==> config.mk <==
export PLATFORM = sky130hd
export DESIGN_NAME = hbs_handler_io
export DESIGN_NICKNAME = d
export VERILOG_FILES = /design/src/hw/hbs_handler_io.v
export VERILOG_INCLUDE_DIRS = /design/src /design/src/hw
export SDC_FILE = /design/constraint.sdc
export NUM_CORES = 2
export LEC_CHECK = 0
export BUFFER_PORTS_ARGS = -buffer_cell sky130_fd_sc_hd__buf_2
export CAP_MARGIN = 20
export CORE_ASPECT_RATIO = 2
export CORE_MARGIN = 10
export CORE_UTILIZATION = 45
export DETAILED_ROUTE_END_ITERATION = 10
export PLACE_DENSITY_LB_ADDON = 0.25
export SYNTH_ARGS = -nofsm -noshare
export SYNTH_HDL_FRONTEND = slang
export SYNTH_SLANG_ARGS = --single-unit
==> constraint.sdc <==
create_clock -name core_clk_in -period 5.5 [get_ports core_clk_in]
set_input_delay 1.1 -clock core_clk_in [delete_from_list [all_inputs] [get_ports core_clk_in]]
set_output_delay 1.1 -clock core_clk_in [all_outputs]
set_load 0.02 [all_outputs]
==> src/hw/hbs_consts.vh <==
`ifndef HBS_CONSTS_VH
`define HBS_CONSTS_VH
`define HBS_ADR_CTRL 6'h00
`define HBS_ADR_RESULT 6'h01
`define HBS_ADR_STATUS 6'h02
`define HBS_ADR_SAVE 6'h03
`define HBS_ADR_SPOTIDX 6'h04
`define HBS_ADR_SPOTDATA 6'h05
`define HBS_CTRL_EN 0
`define HBS_CTRL_EXCL 1
`define HBS_CTRL_EXT 2
`define HBS_CTRL_MODE_LO 3
`define HBS_CTRL_INIT 8
`define HBS_RES_PHI 4
`define HBS_RES_PLO 5
`define HBS_RES_SNG 6
`define HBS_RES_ERR 7
`define HBS_ST_ERR 3
`define HBS_ST_DONE 4
`define HBS_SAVE_VALID 8
`define HBS_MODE_SPOT 3'h0
`define HBS_MODE_PARTIAL 3'h1
`define HBS_MODE_SETTING 3'h2
`define HBS_MODE_CORR 3'h3
`define HBS_MODE_BOTH 3'h4
`define HBS_BASE_BINS 4'h9
`define HBS_EXT_BINS 4'he
`define HBS_RCL_LOCS 128
`define HBS_SPOT_CHANS 32
`endif

==> src/hw/hbs_handler_io.v <==
`timescale 1ns/100ps
`include "hbs_consts.vh"
module hbs_handler_io #(
  parameter SPOT_CHANS = `HBS_SPOT_CHANS,
  parameter RCL_LOCS = `HBS_RCL_LOCS
) (
  // Clock and reset
  input wire core_clk_in,
  input wire sys_rst_in,
  // Wishbone slave
  input wire wb_cyc_in,
  input wire wb_stb_in,
  input wire wb_we_in,
  input wire [7:2] wb_adr_in,
  input wire [3:0] wb_sel_in,
  input wire [31:0] wb_dat_in,
  output reg [31:0] wb_dat_out,
  output reg wb_ack_out,
  // Local panel
  input wire panel_pol_wr_in,
  input wire panel_pol_pos_in,
  // Handler inputs, active low except trigger
  input wire measure_trigger_input_in,
  input wire key_lock_n_in,
  input wire [6:0] recall_select_input_n_in,
  input wire recall_strobe_input_n_in,
  // Handler outputs, active low
  output reg [13:0] bin_class_output_n_out,
  output reg reject_output_n_out,
  output reg secondary_fail_output_n_out,
  output reg error_output_n_out,
  output reg primary_high_output_n_out,
  output reg primary_low_output_n_out,
  output reg measurement_done_output_n_out,
  output reg index_output_n_out,
  // Toward the measurement engine
  output reg measure_start_out,
  output reg panel_locked_out,
  output reg recall_pulse_out,
  output reg [6:0] recall_code_out,
  output reg restore_spot_out,
  output reg restore_main_out,
  output reg restore_settings_out,
  output reg restore_corr_out,
  output reg keep_corr_state_out,
  output reg [31:0] recall_spot_data_out
);

////////////////////////////////////////////////////////////////////////
// Configuration and state

reg comp_en_reg;
reg excl_reg;
reg ext_reg;
reg [2:0] mode_reg;
reg pol_pos_reg;
reg [7:0] result_reg;
reg busy_reg;
reg rcl_err_reg;
reg rcl_done_reg;
reg [6:0] last_code_reg;
reg [4:0] spot_idx_reg;
// One saved flag per recall location
reg [RCL_LOCS-1:0] saved_reg;
reg [31:0] spot_mem [0:SPOT_CHANS-1];

wire acc = wb_cyc_in & wb_stb_in & ~wb_ack_out;
wire wr = acc & wb_we_in;
wire wr_ctrl = wr & (wb_adr_in == `HBS_ADR_CTRL) & wb_sel_in[0];
wire wr_result = wr & (wb_adr_in == `HBS_ADR_RESULT) & wb_sel_in[0];
wire wr_status = wr & (wb_adr_in == `HBS_ADR_STATUS) & wb_sel_in[0];
wire wr_save = wr & (wb_adr_in == `HBS_ADR_SAVE) & wb_sel_in[0];
wire wr_idx = wr & (wb_adr_in == `HBS_ADR_SPOTIDX) & wb_sel_in[0];
wire wr_data = wr & (wb_adr_in == `HBS_ADR_SPOTDATA);
wire init_cmd = wr & (wb_adr_in == `HBS_ADR_CTRL) & wb_sel_in[1]
  & wb_dat_in[`HBS_CTRL_INIT];

// Per-lane merge for partial writes of a spot word
function [31:0] byte_merge;
  input [31:0] old_val;
  input [31:0] new_val;
  input [3:0] sel;
  integer i;
  begin
    byte_merge = old_val;
    for (i = 0; i < 4; i = i + 1) begin
      if (sel[i]) begin
        byte_merge[i*8 +: 8] = new_val[i*8 +: 8];
      end
    end
  end
endfunction

////////////////////////////////////////////////////////////////////////
// Input synchronisers

reg [2:0] measure_trigger_input_sync_reg;
reg [1:0] lock_sync_reg;
reg [2:0] strobe_sync_reg;
reg [6:0] sel_s1_reg;
reg [6:0] sel_s2_reg;

always @(posedge core_clk_in) begin
  if (sys_rst_in) begin
    // Idle levels, so no false edge follows reset
    measure_trigger_input_sync_reg <= 3'h0;
    lock_sync_reg <= 2'h3;
    strobe_sync_reg <= 3'h7;
    sel_s1_reg <= 7'h7f;
    sel_s2_reg <= 7'h7f;
  end else begin
    measure_trigger_input_sync_reg <= {measure_trigger_input_sync_reg[1:0], measure_trigger_input_in};
    lock_sync_reg <= {lock_sync_reg[0], key_lock_n_in};
    strobe_sync_reg <= {strobe_sync_reg[1:0], recall_strobe_input_n_in};
    sel_s1_reg <= recall_select_input_n_in;
    sel_s2_reg <= sel_s1_reg;
  end
end

wire measure_trigger_input_rise = measure_trigger_input_sync_reg[1] & ~measure_trigger_input_sync_reg[2];
wire measure_trigger_input_fall = ~measure_trigger_input_sync_reg[1] & measure_trigger_input_sync_reg[2];
wire measure_trigger_input_edge = pol_pos_reg ? measure_trigger_input_rise : measure_trigger_input_fall;
wire strobe_fall = ~strobe_sync_reg[1] & strobe_sync_reg[2];
// Recall code lines are active low
wire [6:0] rcl_code = ~sel_s2_reg;

////////////////////////////////////////////////////////////////////////
// Register file

always @(posedge core_clk_in) begin
  if (sys_rst_in) begin
    comp_en_reg <= 1'b0;
    excl_reg <= 1'b0;
    ext_reg <= 1'b0;
    mode_reg <= `HBS_MODE_SPOT;
    pol_pos_reg <= 1'b1;
    result_reg <= 8'h00;
    spot_idx_reg <= 5'h00;
    saved_reg <= {RCL_LOCS{1'b0}};
  end else begin
    // Initialize leaves the trigger polarity alone
    if (init_cmd) begin
      comp_en_reg <= 1'b0;
      excl_reg <= 1'b0;
      ext_reg <= 1'b0;
      mode_reg <= `HBS_MODE_SPOT;
    end else if (wr_ctrl) begin
      comp_en_reg <= wb_dat_in[`HBS_CTRL_EN];
      excl_reg <= wb_dat_in[`HBS_CTRL_EXCL];
      ext_reg <= wb_dat_in[`HBS_CTRL_EXT];
      mode_reg <= wb_dat_in[`HBS_CTRL_MODE_LO +: 3];
    end
    if (panel_pol_wr_in) begin
      pol_pos_reg <= panel_pol_pos_in;
    end
    if (wr_result) begin
      result_reg <= wb_dat_in[7:0];
    end
    if (wr_idx) begin
      spot_idx_reg <= wb_dat_in[4:0];
    end
    if (wr_save) begin
      saved_reg[wb_dat_in[6:0]] <= wb_dat_in[`HBS_SAVE_VALID];
    end
  end
end

always @(posedge core_clk_in) begin
  if (wr_data) begin
    spot_mem[spot_idx_reg] <= byte_merge(spot_mem[spot_idx_reg], wb_dat_in, wb_sel_in);
  end
end

////////////////////////////////////////////////////////////////////////
// Bus answer

reg [31:0] rd_data;
always @* begin
  case (wb_adr_in)
    `HBS_ADR_CTRL: rd_data = {26'h0, mode_reg, ext_reg, excl_reg, comp_en_reg};
    `HBS_ADR_RESULT: rd_data = {24'h0, result_reg};
    `HBS_ADR_STATUS: rd_data = {20'h0, last_code_reg, rcl_done_reg, rcl_err_reg,
      busy_reg, panel_locked_out, pol_pos_reg};
    `HBS_ADR_SPOTIDX: rd_data = {27'h0, spot_idx_reg};
    `HBS_ADR_SPOTDATA: rd_data = spot_mem[spot_idx_reg];
    default: rd_data = 32'h0;
  endcase
end

always @(posedge core_clk_in) begin
  if (sys_rst_in) begin
    wb_ack_out <= 1'b0;
    wb_dat_out <= 32'h0;
  end else begin
    // Ack stands one cycle; read data is zero outside it
    wb_ack_out <= acc;
    wb_dat_out <= acc & ~wb_we_in ? rd_data : 32'h0;
  end
end

////////////////////////////////////////////////////////////////////////
// Trigger, lock and measurement cycle

always @(posedge core_clk_in) begin
  if (sys_rst_in) begin
    measure_start_out <= 1'b0;
    panel_locked_out <= 1'b0;
    busy_reg <= 1'b0;
  end else begin
    measure_start_out <= measure_trigger_input_edge;
    panel_locked_out <= ~lock_sync_reg[1];
    // Busy from trigger edge to result write; the edge wins
    if (measure_trigger_input_edge) begin
      busy_reg <= 1'b1;
    end else if (wr_result) begin
      busy_reg <= 1'b0;
    end
  end
end

////////////////////////////////////////////////////////////////////////
// Sorting outputs

wire [3:0] res_bin = result_reg[3:0];
wire res_err = result_reg[`HBS_RES_ERR];
wire res_sng = result_reg[`HBS_RES_SNG];
wire [3:0] max_bin = ext_reg ? `HBS_EXT_BINS : `HBS_BASE_BINS;
// Class zero or above the limit counts as out of range
wire bin_ok = (res_bin != 4'h0) && (res_bin <= max_bin);
wire prim_out = ~bin_ok;

reg [13:0] bins_n;
reg rej_n;
reg sng_n;
reg phi_n;
reg plo_n;
integer k;
always @* begin
  bins_n = 14'h3fff;
  for (k = 0; k < 14; k = k + 1) begin
    if (bin_ok && (res_bin == k + 1)) begin
      bins_n[k] = 1'b0;
    end
  end
  // A secondary failure never leaves a class asserted
  if (res_sng) begin
    bins_n = 14'h3fff;
  end
  rej_n = ~(prim_out | (res_sng & ~excl_reg));
  sng_n = ~res_sng;
  phi_n = ~(~ext_reg & prim_out & result_reg[`HBS_RES_PHI]);
  plo_n = ~(~ext_reg & prim_out & result_reg[`HBS_RES_PLO]);
  if (res_err) begin
    bins_n = 14'h3fff;
    rej_n = 1'b1;
    sng_n = 1'b1;
    phi_n = 1'b1;
    plo_n = 1'b1;
  end
end

always @(posedge core_clk_in) begin
  if (sys_rst_in || !comp_en_reg) begin
    bin_class_output_n_out <= 14'h3fff;
    reject_output_n_out <= 1'b1;
    secondary_fail_output_n_out <= 1'b1;
    error_output_n_out <= 1'b1;
    primary_high_output_n_out <= 1'b1;
    primary_low_output_n_out <= 1'b1;
    measurement_done_output_n_out <= 1'b0;
    index_output_n_out <= 1'b0;
  end else begin
    // Results hold while busy; only forced blanks change then
    measurement_done_output_n_out <= busy_reg;
    index_output_n_out <= busy_reg;
    if (wr_result) begin
      bin_class_output_n_out <= 14'h3fff;
      reject_output_n_out <= 1'b1;
      secondary_fail_output_n_out <= 1'b1;
      error_output_n_out <= 1'b1;
      primary_high_output_n_out <= 1'b1;
      primary_low_output_n_out <= 1'b1;
    end else if (!busy_reg) begin
      bin_class_output_n_out <= bins_n;
      reject_output_n_out <= rej_n;
      secondary_fail_output_n_out <= sng_n;
      error_output_n_out <= ~res_err;
      primary_high_output_n_out <= phi_n;
      primary_low_output_n_out <= plo_n;
    end else if (ext_reg) begin
      // Extension switched on while a result is held
      primary_high_output_n_out <= 1'b1;
      primary_low_output_n_out <= 1'b1;
    end else begin
      bin_class_output_n_out[13:9] <= 5'h1f;
    end
  end
end

////////////////////////////////////////////////////////////////////////
// Recall from handler

wire rcl_empty = ~saved_reg[rcl_code];
wire clr_err = wr_status & wb_dat_in[`HBS_ST_ERR];
wire clr_done = wr_status & wb_dat_in[`HBS_ST_DONE];

always @(posedge core_clk_in) begin
  if (sys_rst_in) begin
    rcl_err_reg <= 1'b0;
    rcl_done_reg <= 1'b0;
    last_code_reg <= 7'h00;
    recall_pulse_out <= 1'b0;
    recall_code_out <= 7'h00;
    restore_spot_out <= 1'b0;
    restore_main_out <= 1'b0;
    restore_settings_out <= 1'b0;
    restore_corr_out <= 1'b0;
    keep_corr_state_out <= 1'b0;
    recall_spot_data_out <= 32'h0;
  end else begin
    recall_pulse_out <= strobe_fall & ~rcl_empty;
    // Set wins over a clear in the same cycle
    if (strobe_fall && rcl_empty) begin
      rcl_err_reg <= 1'b1;
    end else if (clr_err) begin
      rcl_err_reg <= 1'b0;
    end
    if (strobe_fall && !rcl_empty) begin
      rcl_done_reg <= 1'b1;
    end else if (clr_done) begin
      rcl_done_reg <= 1'b0;
    end
    if (strobe_fall) begin
      last_code_reg <= rcl_code;
    end
    if (strobe_fall && !rcl_empty) begin
      recall_code_out <= rcl_code;
      recall_spot_data_out <= spot_mem[rcl_code[4:0]];
      restore_spot_out <= 1'b0;
      restore_main_out <= 1'b0;
      restore_settings_out <= 1'b0;
      restore_corr_out <= 1'b0;
      keep_corr_state_out <= 1'b0;
      // Restore scope follows the recall mode
      case (mode_reg)
        `HBS_MODE_SPOT: begin
          restore_spot_out <= 1'b1;
        end
        `HBS_MODE_PARTIAL: begin
          restore_spot_out <= 1'b1;
          restore_main_out <= 1'b1;
          keep_corr_state_out <= 1'b1;
        end
        `HBS_MODE_SETTING: begin
          restore_settings_out <= 1'b1;
        end
        `HBS_MODE_CORR: begin
          restore_corr_out <= 1'b1;
        end
        `HBS_MODE_BOTH: begin
          restore_settings_out <= 1'b1;
          restore_corr_out <= 1'b1;
        end
        default: begin
          restore_spot_out <= 1'b1;
        end
      endcase
    end
  end
end

endmodule

==> flow_summary.yaml <==
cts:
  clk_latency_ns: 0.77
  cts_sinks: 1308
  cts-root-buf: "clkbuf_16"
  postCtsSetupBuffers: 0
  cts_hold_buf: 0
  cts_tree: "yes"
  htreeDepth: 3
  clockBufferDepth: 3
  tritoncts.num_buffers: 113
  cts.repair.resized: 0
  clk_pin_slew_ns: 0.07
cells_and_area:
  fin_util_pct: 50.5
  final_layout_size_suffix_gt1_share_pct: 36.4
  largest_register_ffs: 1024
  syn2layout_area_growth_pct: 11.5
  fin_nets: 3506
  final.fill_count: 10800
setup_path:
  critPathBufInv: 0
  worstPathArrival_ns: 4.81
  worst-setup-path-type: "reg2reg"
  r2r_cells: 7
  r2r-start: "sel_s2_reg[2]$_SDFF_PP1_"
  cp_max_fo: 45
  crit_end: "recall_spot_data_out[12]$_SDFFE_PP0P_"
  crit_required_ns: 6.16
  cp.depth: 7
  slowest_delay_ns: 0.96
  critPathLaunch: "sel_s2_reg[2]$_SDFF_PP1_"
  cp_slowest_cell: "or3_4"
  worstPathCellList: "nor2b_1 -> a22oi_1 -> nand3_1 -> o21ai_0 -> nor4b_1 -> or3_4 -> mux2_2"
  worst_path_dominant_cell_family: "simple AND/OR/NAND/NOR gates"
  critPathLaunchType: "register"
  end_kind: "register"
  reg2reg_slack_ns: 1.35
  timing.rr.end: "recall_spot_data_out[12]$_SDFFE_PP0P_"
detailed_routing:
  vias_per_cell: 6.65
  post_drt_wl_per_cell_um: 33.7
  vias: 35000
  drt_iter0_markers: 3905
  drt_wl_total_mm: 177
  drc: 0
  firstDrtPassIters: 6
  antenna_left: 0
timing:
  tightestPinTransition_ns: 1.11
  rsz0062_at_grt: "false"
  setup_viol: 0
  fin_crit_sh_pct: 75.5
  fmax_mhz: 241
  hold_viol_final: 0
  maxSlewViolCount: 0
  clock-skew-final_ns: 0.0562
  final.setup.tns_ns: 0
  postLayoutSetupSlackWorst_ns: 1.35
  relSlewSlack_pct: 25.9
  min_period_ns: 4.15
die:
  die_x_um: 277
  initial_core_util_pct: 45.3
  dieArea_mm2: 0.148
  rows: 188
  io_pins: 160
  core_mm2: 0.131
  die_y_um: 534
yosys:
  ys_seq_area_share_pct: 61.3
  ys.flop_type: "edfxtp_1"
  synth_nets: 3419
  ys_seq_elements: 1308
  synth_area_mm2: 0.0595
  syn_inst: 3357
  synth_cell_types: 54
  synth-edff-count: 1024
  postSynth.asyncResetShare_pct: 0
  syn_avg_cell_area_um2: 17.7
  synth_warnings: 0
placed_design:
  dpl.hpwl_mm: 113
  port_buffers: 159
  place_congestion: 0.848
  place_ws_ns: 1.24
power:
  power_leakage_uw: 0.0211
  power_density_mw_per_mm2: 297
  ir_drop_mv: 0.297
grt:
  grtUsageTotal_pct: 23.6
  grt_pass1_vias: 36000
  gr-total-overflow: 0
  antenna_found_initial: 6
  grt_max_degree: 133
  grt_pass1_wl_mm: 259
min_path:
  hp-start: "lock_sync_reg[1]$_SDFF_PP1_"
  worstHoldPathType: "reg2reg"
run_status:
  status: "finished clean"
job:
  drv_cap: 0
==> report_power, final <==
| part | leakage, uW | total, uW | switching (uW) | internal (uW) |
|---|---|---|---|---|
| registers | 0.0115 | 10700 | 36.4 | 10700 |
| clock network | 0.00183 | 8220 | 3790 | 4420 |
| logic | 0.00777 | 795 | 508 | 287 |
==> logic make-up (layout without fill, tap and decap cells) <==
group,Yosys count,count (layout),share of synthesized area (%)
multiplexers,828,828,28.3
flip-flops,1308,1308,61.3
buffers and inverters,297,482,2.32
other,0,2,0
AO/OA/AOI/OAI,367,367,3.40
AND/OR/NAND/NOR,553,553,4.69
XOR/XNOR,1,1,0.0147
adder cells (fa/ha/maj),3,3,0.0631
==> metrics by stage <==
step           total power (uW)  hold WS, ns  area (um2)  std cells
3_5_place_dp              11700        0.393       62600       5039
5_1_grt                   20200        0.425       66300       5253
6_report                  19700        0.396       66300       5254
2_1_floorplan             11400        0.363       59500       3357
3_3_place_gp              11700        0.392       62600       5039
4_1_cts                   19800        0.405       66300       5252
==> worst min path at each step <==
stage / endpoint / slack (ns) / depth (start not counted)
2_1_floorplan: panel_locked_out$_SDFF_PP0_ / 0.36 / 1
3_3_place_gp: panel_locked_out$_SDFF_PP0_ / 0.39 / 1
3_5_place_dp: lock_sync_reg[1]$_SDFF_PP1_ / 0.39 / 1
4_1_cts: panel_locked_out$_SDFF_PP0_ / 0.40 / 1
5_1_grt: panel_locked_out$_SDFF_PP0_ / 0.43 / 1
6_report: panel_locked_out$_SDFF_PP0_ / 0.40 / 1
==> cell usage after synthesis (all sizes together), types with 4 or more instances <==
cell type     n  area [um2]
a32o          4        40.0
inv           8        30.0
mux2        109        1360
o2bb2ai       4        35.0
nor3         13        80.1
buf         113         687
o21ai       142         711
and3         26         163
mux4        659       14800
nand2       121         454
and2          6        37.5
clkbuf      176         661
edfxtp     1024       30700
nor2b        57         357
or3           5        31.3
dfxtp       284        5690
o22ai        11        68.8
nand3        64         320
nor3b         7        67.6
a31oi         8        50.1
or2          23         144
nand2b        9        56.3
a21oi       155         776
nor2        134         503
mux2i        60         601
nand4        75         469
nor4          6        43.8
a22oi        20         150
a211oi       10        75.1
==> per-layer routing <==
metal  part of all wire (%)  wire length, um  up-vias  global-route usage [%]
li1                       -                -    14100                       -
met1                     36            63700    18800                    28.1
met2                     53            93700     1804                    41.9
met3                    7.1            12600      337                    3.95
met4                    3.9             6950        4                    9.51
met5                  0.013               23        -                       0
==> cells in the final DEF (no fill, tap or decap), types with 10 or more instances in the layout <==
cell,n
nor2b_1,56
dfxtp_1,274
mux2_4,36
nand4_1,75
buf_2,157
edfxtp_1,1024
nand3_1,64
a211oi_1,10
nor2_4,32
clkbuf_16,116
a21oi_1,153
nand2_1,121
mux4_2,659
o22ai_1,11
clkinv_1,12
mux2i_1,60
nor2_1,102
o21ai_0,142
buf_4,69
a22oi_1,20
and3_1,26
clkinv_2,19
or2_2,23
buf_12,34
mux2_2,73
clkbuf_1,24
==> worst register-to-register path: stages (launching register included) <==
cell and delay [ns]:
dfxtp_4 0.77, nor2b_1 0.73, a22oi_1 0.20, nand3_1 0.13, o21ai_0 0.19, nor4b_1 0.60, or3_4 0.96, mux2_2 0.49
==> cell type report <==
type | instances | area [um2] | area share (%)
clock inverter | 64 | 656 | 0.988
inverter | 8 | 30.0 | 0.0453
antenna | 2 | 5.00 | 0.00755
tap | 1710 | 2140 | 3.23
multi-input combinational | 1752 | 21900 | 33.1
clock buffer | 149 | 3100 | 4.67
sequential | 1308 | 36500 | 55.0
timing repair buffer | 261 | 2000 | 3.01
Note: power is estimated with default switching activity, not from simulation.
